==> src/usf_pkg.sv <==
/*
  Package of the serial status flag block: register indices, field
  positions, reset values, idle-line counts and the carrier structs.
  Assumes a 32-bit classic Wishbone register bus, one word per register.
*/
package usf_pkg;

  // ****************************************************************
  // Register map
  // ****************************************************************
  localparam logic [3:0] USF_IDX_FRAME  = 4'h2;  // Frame format control
  localparam logic [3:0] USF_IDX_CTRL   = 4'h3;  // Interrupt enables, standby
  localparam logic [3:0] USF_IDX_STATUS = 4'h4;  // serial_status_flags
  localparam logic [3:0] USF_IDX_DATA_H = 4'h6;  // data_register_high
  localparam logic [3:0] USF_IDX_DATA_L = 4'h7;  // data_register_low
  localparam int         USF_ADDR_W     = 8;     // Decoded byte address bits
  localparam logic [1:0] USF_WORD_SHIFT = 2'h2;  // Byte address = index * 4

  // ****************************************************************
  // Field positions
  // ****************************************************************
  localparam int USF_B_TX_EMPTY_FLAG  = 7;  // tx_empty_flag
  localparam int USF_B_TC    = 6;  // transmit_done_flag
  localparam int USF_B_RX_FULL_FLAG  = 5;  // rx_full_flag
  localparam int USF_B_IDLE  = 4;  // Idle line flag
  localparam int USF_B_OVR   = 3;  // Overrun flag
  localparam int USF_B_NF    = 2;  // noise_flag
  localparam int USF_B_FE    = 1;  // framing_error_flag
  localparam int USF_B_PF    = 0;  // parity_error_flag
  localparam int USF_B_TIE   = 7;  // tx_empty_irq_enable
  localparam int USF_B_TCIE  = 6;  // Transmit done irq enable
  localparam int USF_B_RIE   = 5;  // rx_full_irq_enable
  localparam int USF_B_IDLE_LINE_IRQ_ENABLE  = 4;  // idle_line_irq_enable
  localparam int USF_B_RWU   = 1;  // receiver_wakeup_standby
  localparam int USF_B_NINE  = 4;  // Nine-bit format select
  localparam int USF_B_PEN   = 1;  // parity_enable
  localparam int USF_B_PODD  = 0;  // parity_odd_select
  localparam int USF_B_RX9   = 7;  // received_ninth_bit
  localparam int USF_B_TX9   = 6;  // Transmit ninth bit

  // ****************************************************************
  // Reset values and counts
  // ****************************************************************
  localparam logic [7:0] USF_RST_CTRL  = 8'h00;
  localparam logic [7:0] USF_RST_FRAME = 8'h00;
  localparam logic [3:0] USF_IDLE_8BIT = 4'ha;  // Ones for idle, 8-bit format
  localparam logic [3:0] USF_IDLE_9BIT = 4'hb;  // Ones for idle, 9-bit format
  localparam logic [7:0] USF_TX_MASK   = 8'hc0; // Flags cleared by data write
  localparam logic [7:0] USF_RX_MASK   = 8'h3f; // Flags cleared by data read

  // ****************************************************************
  // Carriers
  // ****************************************************************
  typedef struct packed {
    logic [8:0] data;        // Received data, bit 8 used in 9-bit format
    logic       parity_bit;  // Received parity bit
    logic       noise;       // Noise seen during the frame
    logic       stop_bit;    // Sampled stop bit level
  } usf_rx_frame_s;

  typedef struct packed {
    logic       tx_empty_flag;
    logic       tc;
    logic       rx_full_flag;
    logic       idle;
    logic       ovr;
    logic       nf;
    logic       fe;
    logic       pf;
  } usf_flags_s;

endpackage

==> src/usf_status_flags.sv <==
/*
  Status flag logic of an asynchronous serial transmitter and receiver,
  with its Wishbone register slave and the receive and transmit data
  registers. Assumes external shifters and baud logic that signal frame
  events as one-cycle pulses synchronous to clk_i.
*/
// Notes on behaviour
// - Flags other than transmit-done clear only by status read followed later by data access.
// - Writing the status register changes nothing; it reads anytime.
// - Transmit-empty sets when the shifter takes the transmit word.
// - Transmit-empty clears on status read then data low write.
// - Transmit-done is low while sending or after preamble or break load.
// - Transmit-done rises when empty and idle; the line then idles high.
// - Transmit-done clears on status read then data low write.
// - Transmit-done clears once data, preamble or break is queued.
// - Simultaneous set and clear of transmit-done leaves it clear.
// - Receive-full sets when a frame moves into the receive register.
// - Idle sets after 10 ones in 8-bit, 11 ones in 9-bit format.
// - After idle clears, it waits for a new receive-full before setting.
// - Idle clears on status read then data low read.
// - Receiver standby stops idle from setting the idle flag.
// - Overrun sets when a second frame ends while data is unread.
// - On overrun the new frame is dropped; held data stays.
// - Overrun clears on status read then data low read.
// - Noise, framing, parity set with receive-full, never on overrun.
// - Framing error sets on a zero stop bit and blocks reception.
// - Parity error sets when enabled and received parity mismatches.
// - Noise, framing, parity clear on status read then data low read.
// - Nine-bit select picks frame size; ninth bit held in high byte.
// - Receive-full enable lets receive-full or overrun interrupt.
// - Transmit-empty enable lets transmit-empty interrupt.
// - Idle enable lets the idle flag interrupt.
`timescale 1ns/1ps

module usf_status_flags
  import usf_pkg::*;
(
  input  wire logic                clk_i,          // 20 MHz clock
  input  wire logic                rst_i,          // Synchronous reset
  input  wire logic                wb_cyc_i,       // Bus cycle
  input  wire logic                wb_stb_i,       // Strobe
  input  wire logic                wb_we_i,        // Write enable
  input  wire logic [3:0]          wb_sel_i,       // Byte selects
  input  wire logic [31:0]         wb_adr_i,       // Byte address
  input  wire logic [31:0]         wb_dat_i,       // Write data
  output logic      [31:0]         wb_dat_o,       // Read data
  output logic                     wb_ack_o,       // Acknowledge
  input  wire logic                tx_load_i,      // Shifter took the word
  input  wire logic                tx_busy_i,      // Data, preamble or break sending
  input  wire logic                tx_queue_i,     // Preamble or break queued
  input  wire logic                tx_line_i,      // Shifter line level
  output logic      [8:0]          tx_word_o,      // Word for the shifter
  output logic                     tx_valid_o,     // Word waiting for the shifter
  output logic                     txd_o,          // Transmit pin
  input  wire logic                rx_done_i,      // Frame stop bit received
  input  wire usf_rx_frame_s       rx_frame_i,     // Received frame contents
  input  wire logic                rx_tick_i,      // One receive bit time
  input  wire logic                rx_line_i,      // Receive input level
  output logic                     rx_enable_o,    // Receiver may accept frames
  output logic                     nine_bit_o,     // Frame size select
  output logic                     irq_o           // Interrupt request
);

  // ****************************************************************
  // Register state
  // ****************************************************************
  usf_flags_s  flags;          // Live status flags
  logic [7:0]  snap;           // Flags seen by the last status read
  logic [7:0]  ctrl;           // Enables and standby
  logic [7:0]  frame_cfg;      // Frame format control
  logic [7:0]  tx_low;         // Transmit data low byte
  logic        tx_ninth;       // Transmit ninth bit
  logic [7:0]  rx_low;         // Receive data low byte
  logic        rx_ninth;       // received_ninth_bit
  logic [3:0]  idle_cnt;       // Consecutive ones on the input
  logic        idle_armed;     // A frame has arrived since idle cleared

  // ****************************************************************
  // Bus decode
  // ****************************************************************
  logic        acc;            // Access completes this edge
  logic        wr_acc;
  logic        rd_acc;
  logic [3:0]  idx;
  logic        adr_ok;
  logic        rd_status;
  logic        rd_low;
  logic        wr_low;
  logic        wr_high;
  logic        wr_ctrl;
  logic        wr_frame;
  logic [7:0]  status_byte;

  // Register index from byte address
  function automatic logic [3:0] reg_index(input logic [31:0] adr);
    reg_index = adr[USF_WORD_SHIFT +: 4];
  endfunction

  // Parity mismatch over the received bits
  function automatic logic parity_bad(input usf_rx_frame_s f, input logic nine,
                                      input logic odd);
    logic ones;
    ones = nine ? ^f.data : ^f.data[7:0];
    parity_bad = (ones ^ f.parity_bit) != odd;
  endfunction

  // Access strobes qualified by ack
  assign acc       = wb_cyc_i && wb_stb_i && wb_ack_o;
  assign wr_acc    = acc && wb_we_i && wb_sel_i[0];
  assign rd_acc    = acc && !wb_we_i;
  assign idx       = reg_index(wb_adr_i);
  assign adr_ok    = (wb_adr_i[31:USF_ADDR_W] == '0) && (wb_adr_i[1:0] == 2'h0)
                     && (wb_adr_i[USF_ADDR_W-1:USF_WORD_SHIFT+4] == '0);
  assign rd_status = rd_acc && adr_ok && (idx == USF_IDX_STATUS);
  assign rd_low    = rd_acc && adr_ok && (idx == USF_IDX_DATA_L);
  assign wr_low    = wr_acc && adr_ok && (idx == USF_IDX_DATA_L);
  assign wr_high   = wr_acc && adr_ok && (idx == USF_IDX_DATA_H);
  assign wr_ctrl   = wr_acc && adr_ok && (idx == USF_IDX_CTRL);
  assign wr_frame  = wr_acc && adr_ok && (idx == USF_IDX_FRAME);
  assign status_byte = flags;

  // Ack one cycle after request, dropped the cycle after
  always_ff @(posedge clk_i) begin
    if (rst_i) begin
      wb_ack_o <= 1'b0;
    end else begin
      wb_ack_o <= wb_cyc_i && wb_stb_i && !wb_ack_o;
    end
  end

  // Read data mux, registered; status writes fall through to nothing
  always_ff @(posedge clk_i) begin
    if (rst_i) begin
      wb_dat_o <= 32'h0000_0000;
    end else if (wb_cyc_i && wb_stb_i && !wb_ack_o && !wb_we_i) begin
      wb_dat_o <= 32'h0000_0000;
      if (adr_ok) begin
        case (idx)
          USF_IDX_FRAME:  wb_dat_o[7:0] <= frame_cfg;
          USF_IDX_CTRL:   wb_dat_o[7:0] <= ctrl;
          USF_IDX_STATUS: wb_dat_o[7:0] <= status_byte;
          USF_IDX_DATA_H: begin
            wb_dat_o[USF_B_RX9] <= rx_ninth;
            wb_dat_o[USF_B_TX9] <= tx_ninth;
          end
          USF_IDX_DATA_L: wb_dat_o[7:0] <= rx_low;
          default:        wb_dat_o <= 32'h0000_0000;
        endcase
      end
    end
  end

  // ****************************************************************
  // Control registers
  // ****************************************************************
  always_ff @(posedge clk_i) begin
    if (rst_i) begin
      ctrl      <= USF_RST_CTRL;
      frame_cfg <= USF_RST_FRAME;
    end else begin
      if (wr_ctrl) begin
        ctrl <= wb_dat_i[7:0];
      end
      if (wr_frame) begin
        frame_cfg <= wb_dat_i[7:0];
      end
    end
  end

  assign nine_bit_o = frame_cfg[USF_B_NINE];

  // ****************************************************************
  // Clearing sequence
  // ****************************************************************
  logic [7:0] clr;             // Flags cleared this cycle
  assign clr = (rd_low ? (snap & USF_RX_MASK) : 8'h00)
             | (wr_low ? (snap & USF_TX_MASK) : 8'h00);

  // Snapshot of flags at status read, used once by data access
  always_ff @(posedge clk_i) begin
    if (rst_i) begin
      snap <= 8'h00;
    end else if (rd_status) begin
      snap <= status_byte;
    end else begin
      snap <= snap & ~clr;
    end
  end

  // ****************************************************************
  // Transmit side
  // ****************************************************************
  logic tc_set;
  logic tc_clr;
  assign tc_set = flags.tx_empty_flag && !tx_busy_i;
  assign tc_clr = clr[USF_B_TC] || tx_queue_i || tx_busy_i
                  || !flags.tx_empty_flag;

  // Transmit-empty and transmit-done
  always_ff @(posedge clk_i) begin
    if (rst_i) begin
      flags.tx_empty_flag <= 1'b1;
      flags.tc   <= 1'b1;
    end else begin
      if (tx_load_i) begin
        flags.tx_empty_flag <= 1'b1;
      end else if (clr[USF_B_TX_EMPTY_FLAG]) begin
        flags.tx_empty_flag <= 1'b0;
      end
      if (tc_clr) begin
        flags.tc <= 1'b0;
      end else if (tc_set) begin
        flags.tc <= 1'b1;
      end
    end
  end

  // Transmit data holding register
  always_ff @(posedge clk_i) begin
    if (rst_i) begin
      tx_low   <= 8'h00;
      tx_ninth <= 1'b0;
    end else begin
      if (wr_low) begin
        tx_low <= wb_dat_i[7:0];
      end
      if (wr_high) begin
        tx_ninth <= wb_dat_i[USF_B_TX9];
      end
    end
  end

  // Idle-high pin while transmission is complete
  always_ff @(posedge clk_i) begin
    if (rst_i) begin
      txd_o <= 1'b1;
    end else begin
      txd_o <= flags.tc ? 1'b1 : tx_line_i;
    end
  end

  assign tx_word_o  = {tx_ninth, tx_low};
  assign tx_valid_o = !flags.tx_empty_flag;

  // ****************************************************************
  // Receive side
  // ****************************************************************
  logic rx_take;               // Frame moves into the data register
  logic rx_over;               // Frame lost to overrun
  logic idle_hit;
  logic [3:0] idle_lim;
  assign rx_take  = rx_done_i && !flags.fe && !flags.rx_full_flag;
  assign rx_over  = rx_done_i && !flags.fe && flags.rx_full_flag;
  assign idle_lim = frame_cfg[USF_B_NINE] ? USF_IDLE_9BIT : USF_IDLE_8BIT;
  assign idle_hit = rx_tick_i && rx_line_i && (idle_cnt == idle_lim - 4'h1);
  assign rx_enable_o = !flags.fe;

  // Receive data register, untouched on overrun
  always_ff @(posedge clk_i) begin
    if (rst_i) begin
      rx_low   <= 8'h00;
      rx_ninth <= 1'b0;
    end else if (rx_take) begin
      rx_low   <= rx_frame_i.data[7:0];
      rx_ninth <= frame_cfg[USF_B_NINE] ? rx_frame_i.data[8] : 1'b0;
    end
  end

  // Receive flags, set wins over clear
  always_ff @(posedge clk_i) begin
    if (rst_i) begin
      flags.rx_full_flag <= 1'b0;
      flags.ovr  <= 1'b0;
      flags.nf   <= 1'b0;
      flags.fe   <= 1'b0;
      flags.pf   <= 1'b0;
    end else begin
      flags.rx_full_flag <= rx_take || (flags.rx_full_flag && !clr[USF_B_RX_FULL_FLAG]);
      flags.ovr  <= rx_over || (flags.ovr && !clr[USF_B_OVR]);
      flags.nf   <= (rx_take && rx_frame_i.noise)
                    || (flags.nf && !clr[USF_B_NF]);
      flags.fe   <= (rx_take && !rx_frame_i.stop_bit)
                    || (flags.fe && !clr[USF_B_FE]);
      flags.pf   <= (rx_take && frame_cfg[USF_B_PEN]
                     && parity_bad(rx_frame_i, frame_cfg[USF_B_NINE],
                                   frame_cfg[USF_B_PODD]))
                    || (flags.pf && !clr[USF_B_PF]);
    end
  end

  // Consecutive ones counter, saturates at the limit
  always_ff @(posedge clk_i) begin
    if (rst_i) begin
      idle_cnt <= 4'h0;
    end else if (rx_tick_i) begin
      if (!rx_line_i) begin
        idle_cnt <= 4'h0;
      end else if (idle_cnt != idle_lim) begin
        idle_cnt <= idle_cnt + 4'h1;
      end
    end
  end

  // Idle flag and its re-arm by a received frame
  always_ff @(posedge clk_i) begin
    if (rst_i) begin
      flags.idle <= 1'b0;
      idle_armed <= 1'b0;
    end else begin
      if (rx_take) begin
        idle_armed <= 1'b1;
      end else if (clr[USF_B_IDLE]) begin
        idle_armed <= 1'b0;
      end
      if (idle_hit && idle_armed && !ctrl[USF_B_RWU]) begin
        flags.idle <= 1'b1;
      end else if (clr[USF_B_IDLE]) begin
        flags.idle <= 1'b0;
      end
    end
  end

  // ****************************************************************
  // Interrupt request
  // ****************************************************************
  assign irq_o = (ctrl[USF_B_TIE]  && flags.tx_empty_flag)
              || (ctrl[USF_B_TCIE] && flags.tc)
              || (ctrl[USF_B_RIE]  && (flags.rx_full_flag || flags.ovr))
              || (ctrl[USF_B_IDLE_LINE_IRQ_ENABLE] && flags.idle);

  // ****************************************************************
  // Assertions
  // ****************************************************************
  logic line_ev;
  assign line_ev = tx_load_i || tx_busy_i || tx_queue_i || rx_done_i || rx_tick_i;

  tx_empty_flag_set_a: assert property (@(posedge clk_i) disable iff (rst_i)
    tx_load_i |=> flags.tx_empty_flag)
    else $error("transmit-empty not set after load");

  status_wr_a: assert property (@(posedge clk_i) disable iff (rst_i)
    (wr_acc && idx == USF_IDX_STATUS && !line_ev && !rd_low && !wr_low)
    |=> (status_byte == $past(status_byte)) && (snap == $past(snap)))
    else $error("status write changed state");

  tc_queue_a: assert property (@(posedge clk_i) disable iff (rst_i)
    (tx_queue_i && flags.tx_empty_flag && !tx_busy_i) |=> !flags.tc)
    else $error("transmit-done set while queue pending");

  tc_rise_a: assert property (@(posedge clk_i) disable iff (rst_i)
    $rose(flags.tc) |-> $past(flags.tx_empty_flag) && !$past(tx_busy_i) ##1 txd_o)
    else $error("transmit-done rose wrongly or pin not idle");

  ovr_keep_a: assert property (@(posedge clk_i) disable iff (rst_i)
    rx_over |=> flags.ovr && (rx_low == $past(rx_low))
                && (flags.rx_full_flag || $past(clr[USF_B_RX_FULL_FLAG])))
    else $error("overrun not flagged or data changed");

  err_with_full_a: assert property (@(posedge clk_i) disable iff (rst_i)
    ($rose(flags.fe) || $rose(flags.nf) || $rose(flags.pf)) |-> $rose(flags.rx_full_flag))
    else $error("error flag set without receive-full");

  fe_block_a: assert property (@(posedge clk_i) disable iff (rst_i)
    (flags.fe && rx_done_i) |=> $stable(rx_low) && !$rose(flags.ovr))
    else $error("reception not blocked by framing error");

  idle_arm_a: assert property (@(posedge clk_i) disable iff (rst_i)
    $rose(flags.idle) |-> $past(idle_armed) && !$past(ctrl[USF_B_RWU]))
    else $error("idle set while disarmed or in standby");

  clr_order_a: assert property (@(posedge clk_i) disable iff (rst_i)
    $fell(flags.ovr) |-> $past(rd_low) && $past(snap[USF_B_OVR]))
    else $error("overrun cleared without the sequence");

  tx_empty_flag_clr_a: assert property (@(posedge clk_i) disable iff (rst_i)
    $fell(flags.tx_empty_flag) |-> $past(wr_low) && $past(snap[USF_B_TX_EMPTY_FLAG]))
    else $error("transmit-empty cleared without the sequence");

  irq_rx_a: assert property (@(posedge clk_i) disable iff (rst_i)
    (ctrl[USF_B_RIE] && !wr_ctrl && (rx_take || rx_over)) |=> irq_o)
    else $error("receive interrupt missing");

endmodule // usf_status_flags

==> config.mk <==
export PLATFORM = sky130hd
export DESIGN_NAME = usf_status_flags
export DESIGN_NICKNAME = d
export VERILOG_FILES = /design/src/usf_pkg.sv /design/src/usf_status_flags.sv
export SDC_FILE = /design/constraint.sdc
export NUM_CORES = 1
export LEC_CHECK = 0
export BUFFER_PORTS_ARGS = -buffer_cell sky130_fd_sc_hd__buf_2
export CAP_MARGIN = 30
export CORE_AREA = 2 2 93 95
export DETAILED_ROUTE_END_ITERATION = 12
export DIE_AREA = 0 0 95 97
export PLACE_DENSITY = 0.75
export SYNTH_ARGS = -nofsm -noshare
export SYNTH_HDL_FRONTEND = slang
export SYNTH_SLANG_ARGS = --single-unit
export TNS_END_PERCENT = 50
==> constraint.sdc <==
create_clock -name clk_i -period 2.52 [get_ports clk_i]
set_input_delay 0.504 -clock clk_i [delete_from_list [all_inputs] [get_ports clk_i]]
set_output_delay 0.504 -clock clk_i [all_outputs]
set_load 0.02 [all_outputs]
==> results.txt <==
----------------------------------------------------
[Outcome]
  Outcome ... finished clean

[Global routing]
  Met2 Use GR ... 0.273
  Met3 Usage GRT ... 0.0483
  GRT overflow ... 0
  Initial antenna violation count ... 0
  All-Layer GR Usage ... 0.172
  First-pass GRT wire length ... 12.2 mm
  Global-route track usage on met1 ... 0.222
  Gr busiest metal ... met2
  Pin count of the biggest net entering global routing ... 37
  Vias in the first global route ... 2,576

[STA]
  Post-route fraction of the period consumed by the critical path ... 0.769
  Max Clock Skew ... 0.00549 ns
  Number of slew-limit violations in the final report ... 0
  Setup Total Neg Slack ... 0 ns
  Timing-limited maximum frequency ... 516 MHz
  Worst slew slack as a fraction of its limit ... 0.560
  Final count of negative-setup-slack endpoints ... 0
  Final critical-path required period ... 1.94 ns
  Count of final hold-check violations ... 0
  Unrepaired setup endpoints after global routing ... false
  Measured slew at the worst slew-check pin ... 0.660 ns
  Hold Slack ... 0.362 ns

[CTS]
  CTS sink count ... 65
  # hold bufs at CTS ... 0
  Postcts setup bufs ... 0
  Post-cts sizing count ... 0
  Clock buffers created by TritonCTS ... 9
  CTS tree ... built
  Insertion delay of the later-clocked pin in the worst-skew pair ... 0.33 ns
  Clock slew seen by the registers of the worst setup and hold paths ... 0.07 ns
  CTS max path bufs ... 2
  H-tree level count ... 3
  Root cell of the clock tree ... sky130_fd_sc_hd__clkbuf_8

[Critical path]
  Category of the critical setup timing path ... in -> reg
  Type of element launching the critical path ... input port
  CP max stage delay ... 0.71 ns
  Internal reg-to-reg setup slack ... 0.75 ns
  Worst r2r src ... wb_ack_o
  Required time worst endpoint ... 2.71 ns
  Ordered cell list for the critical path ... buf_2, nor4_4, nand4_4, or4_1, a22oi_1, nor2_1
  CP Capture Type ... flop
  Slowest stage cell on the critical path ... sky130_fd_sc_hd__or4_1
  Depth of the most critical reg-to-reg path ... 6
  Arrival time of data at the critical path endpoint ... 2.13 ns
  CP max FO ... 8
  End of the worst register-to-register path ... tx_low[4]

[Final layout]
  Layout cells sized above 1 ... 0.289
  Leading cell type in the layout, fill and taps excluded ... sky130_fd_sc_hd__buf_2
  Top library cells by usage in the layout, fill and taps aside ... 87 x sky130_fd_sc_hd__buf_2, 65 x sky130_fd_sc_hd__dfxtp_1, 44 x sky130_fd_sc_hd__nor2_1, 43 x sky130_fd_sc_hd__nand2_1, 30 x sky130_fd_sc_hd__mux2i_1
  Post-layout instance count excluding filler cells ... 555
  Summed area of non-filler cells in the final layout ... 0.00387 mm^2
  Antenna cells ... 0
  Number of nets at the end of the flow ... 539
  Growth of design area from synthesis to finish ... 20.0%

[Power and ir drop]
  Power share of the combinational group ... 0.117
  VDD IR max ... 0.365 mV
  Power spent charging and discharging nets ... 529 uW
  Leakage power summed over all cells ... 0.00155 uW
  Power Dens Cells ... 548 mW/mm^2
  Overall power after layout ... 2120 uW
  Sw Share ... 0.250
  Power share of the clock group ... 0.381
  Design internal power ... 1590 uW
  Flop pwr share ... 0.502

[Synth]
  Count of mapped cells out of synthesis ... 360
  Mean instance size in the synthesized netlist ... 8.96 um^2
  Fraction of the yosys area taken by sequential cells ... 0.404
  Post-synthesis async set-or-reset flop share ... 0
  Number of flops mapped to enable cells by yosys ... 0
  Main synth FF type ... sky130_fd_sc_hd__dfxtp_1
  Count of different cell masters after synthesis ... 45
  Netlist area before placement ... 0.00322 mm^2
  Warnings, synthesis ... 0
  Count of state elements after synthesis ... 65

[Drt]
  Average vias per placed instance ... 5.05
  Wire length per cell after detailed routing ... 14.1 um
  Final WL ... 7.83 mm
  Remaining antenna violation count after routing ... 0
  Number of search-and-repair iterations in the first detailed-routing pass ... 7
  Via count ... 2,804
  DR iter-0 viols ... 186
  DRC viols ... 0

[Floorplan]
  Full die area ... 0.00922 mm^2
  Initial Utilization ... 0.396
  Total core area ... 0.00813 mm^2
  Die Wd ... 95 um
  Y dimension of the die ... 97 um
  Row count ... 33
  IO Count ... 139

[Place]
  Detailed Place HPWL ... 6.09 mm
  Routability Congestion ... 0.905
  Cell area after placement ... 0.00369 mm^2
  Number of placed instances with taps included ... 540
  Port buffer count ... 87

[Min path]
  Worst hold-check path type ... in -> reg
  Startpoint of the most critical hold path ... tx_line_i
  Worst Hold Path EP ... txd_o
  Hold path depth ... 2

[Job]
  Max cap viols ... 0

----------------------------------------------------
## through the flow
step	setup slack [ns]	util
finish	0.583	0.476
detailed placement	0.217	0.454
global route	0.406	0.476
global placement	0.265	0.454
floorplan	0.542	-
CTS	0.577	0.476
## final cells by class
cell class / instances / area [um^2]
fill: 804 / 4270
multi-input combinational: 268 / 1730
sequential: 65 / 1300
timing repair buffer: 97 / 510
clock buffer: 11 / 131
tap: 105 / 131
clock inverter: 4 / 45.0
inverter: 5 / 18.8
## power groups by stage
stage                     clock, uW  sequential, uW  combinational [uW]
after global routing            881            1070                 274
final                           807            1060                 249
after CTS                       829            1060                 249
after global placement            0            1090                 244
after floorplan                   0            1080                 181
after detailed placement          0            1090                 248
## flip-flops by register name (all words and copies together) (netlist names), 4 cells and up
name,count
ctrl,8
flags,8
frame_cfg,8
idle_cnt,4
rx_low,8
snap,8
tx_low,8
wb_dat_o,8
## worst max-delay path by stage
stage	startpoint	end	slack [ns]	depth (start not counted)
6_report	wb_adr_i[18]	snap[0]	0.58	6
5_1_grt	wb_adr_i[31]	wb_dat_o[2]	0.41	7
4_1_cts	wb_adr_i[18]	snap[1]	0.58	6
3_5_place_dp	wb_adr_i[18]	snap[1]	0.22	6
3_3_place_gp	wb_adr_i[18]	snap[4]	0.27	6
2_1_floorplan	wb_adr_i[5]	snap[0]	0.54	8
## per-layer routing
layer | vias to the layer above | routed length, um
met5 | - | 0
met3 | 15 | 734
met2 | 130 | 3540
met4 | 0 | 174
li1 | 1383 | -
met1 | 1276 | 3380
## cell usage after synthesis, types with 5 or more instances
library cell	n	area [um^2]
sky130_fd_sc_hd__mux2i_1	30	300
sky130_fd_sc_hd__buf_4	27	203
sky130_fd_sc_hd__inv_1	5	18.8
sky130_fd_sc_hd__xnor2_1	11	96.3
sky130_fd_sc_hd__a222oi_1	7	70.1
sky130_fd_sc_hd__a21oi_1	21	105
sky130_fd_sc_hd__clkbuf_1	9	33.8
sky130_fd_sc_hd__o21ai_0	17	85.1
sky130_fd_sc_hd__nand3_1	7	35.0
sky130_fd_sc_hd__buf_2	6	30.0
sky130_fd_sc_hd__mux2_2	6	67.6
sky130_fd_sc_hd__dfxtp_1	65	1300
sky130_fd_sc_hd__nor2_1	44	165
sky130_fd_sc_hd__nand2_1	43	161
sky130_fd_sc_hd__a22oi_1	6	45.0
sky130_fd_sc_hd__nor4_1	5	31.3
## kinds of logic after synthesis
logic type / share of synthesized area
AO/OA/AOI/OAI: 0.115
XOR/XNOR: 0.0380
adder cells (fa/ha/maj): 0.00388
buffers and inverters: 0.0924
flip-flops: 0.404
multiplexers: 0.114
other: 0.00116
AND/OR/NAND/NOR: 0.232
## critical path: cells and delay by family
family	cells	cell delay, ns
simple gates	4	1.32
compound gates	1	0.19
buf+inv	1	0.11
Power figures use the tool's default switching activity.
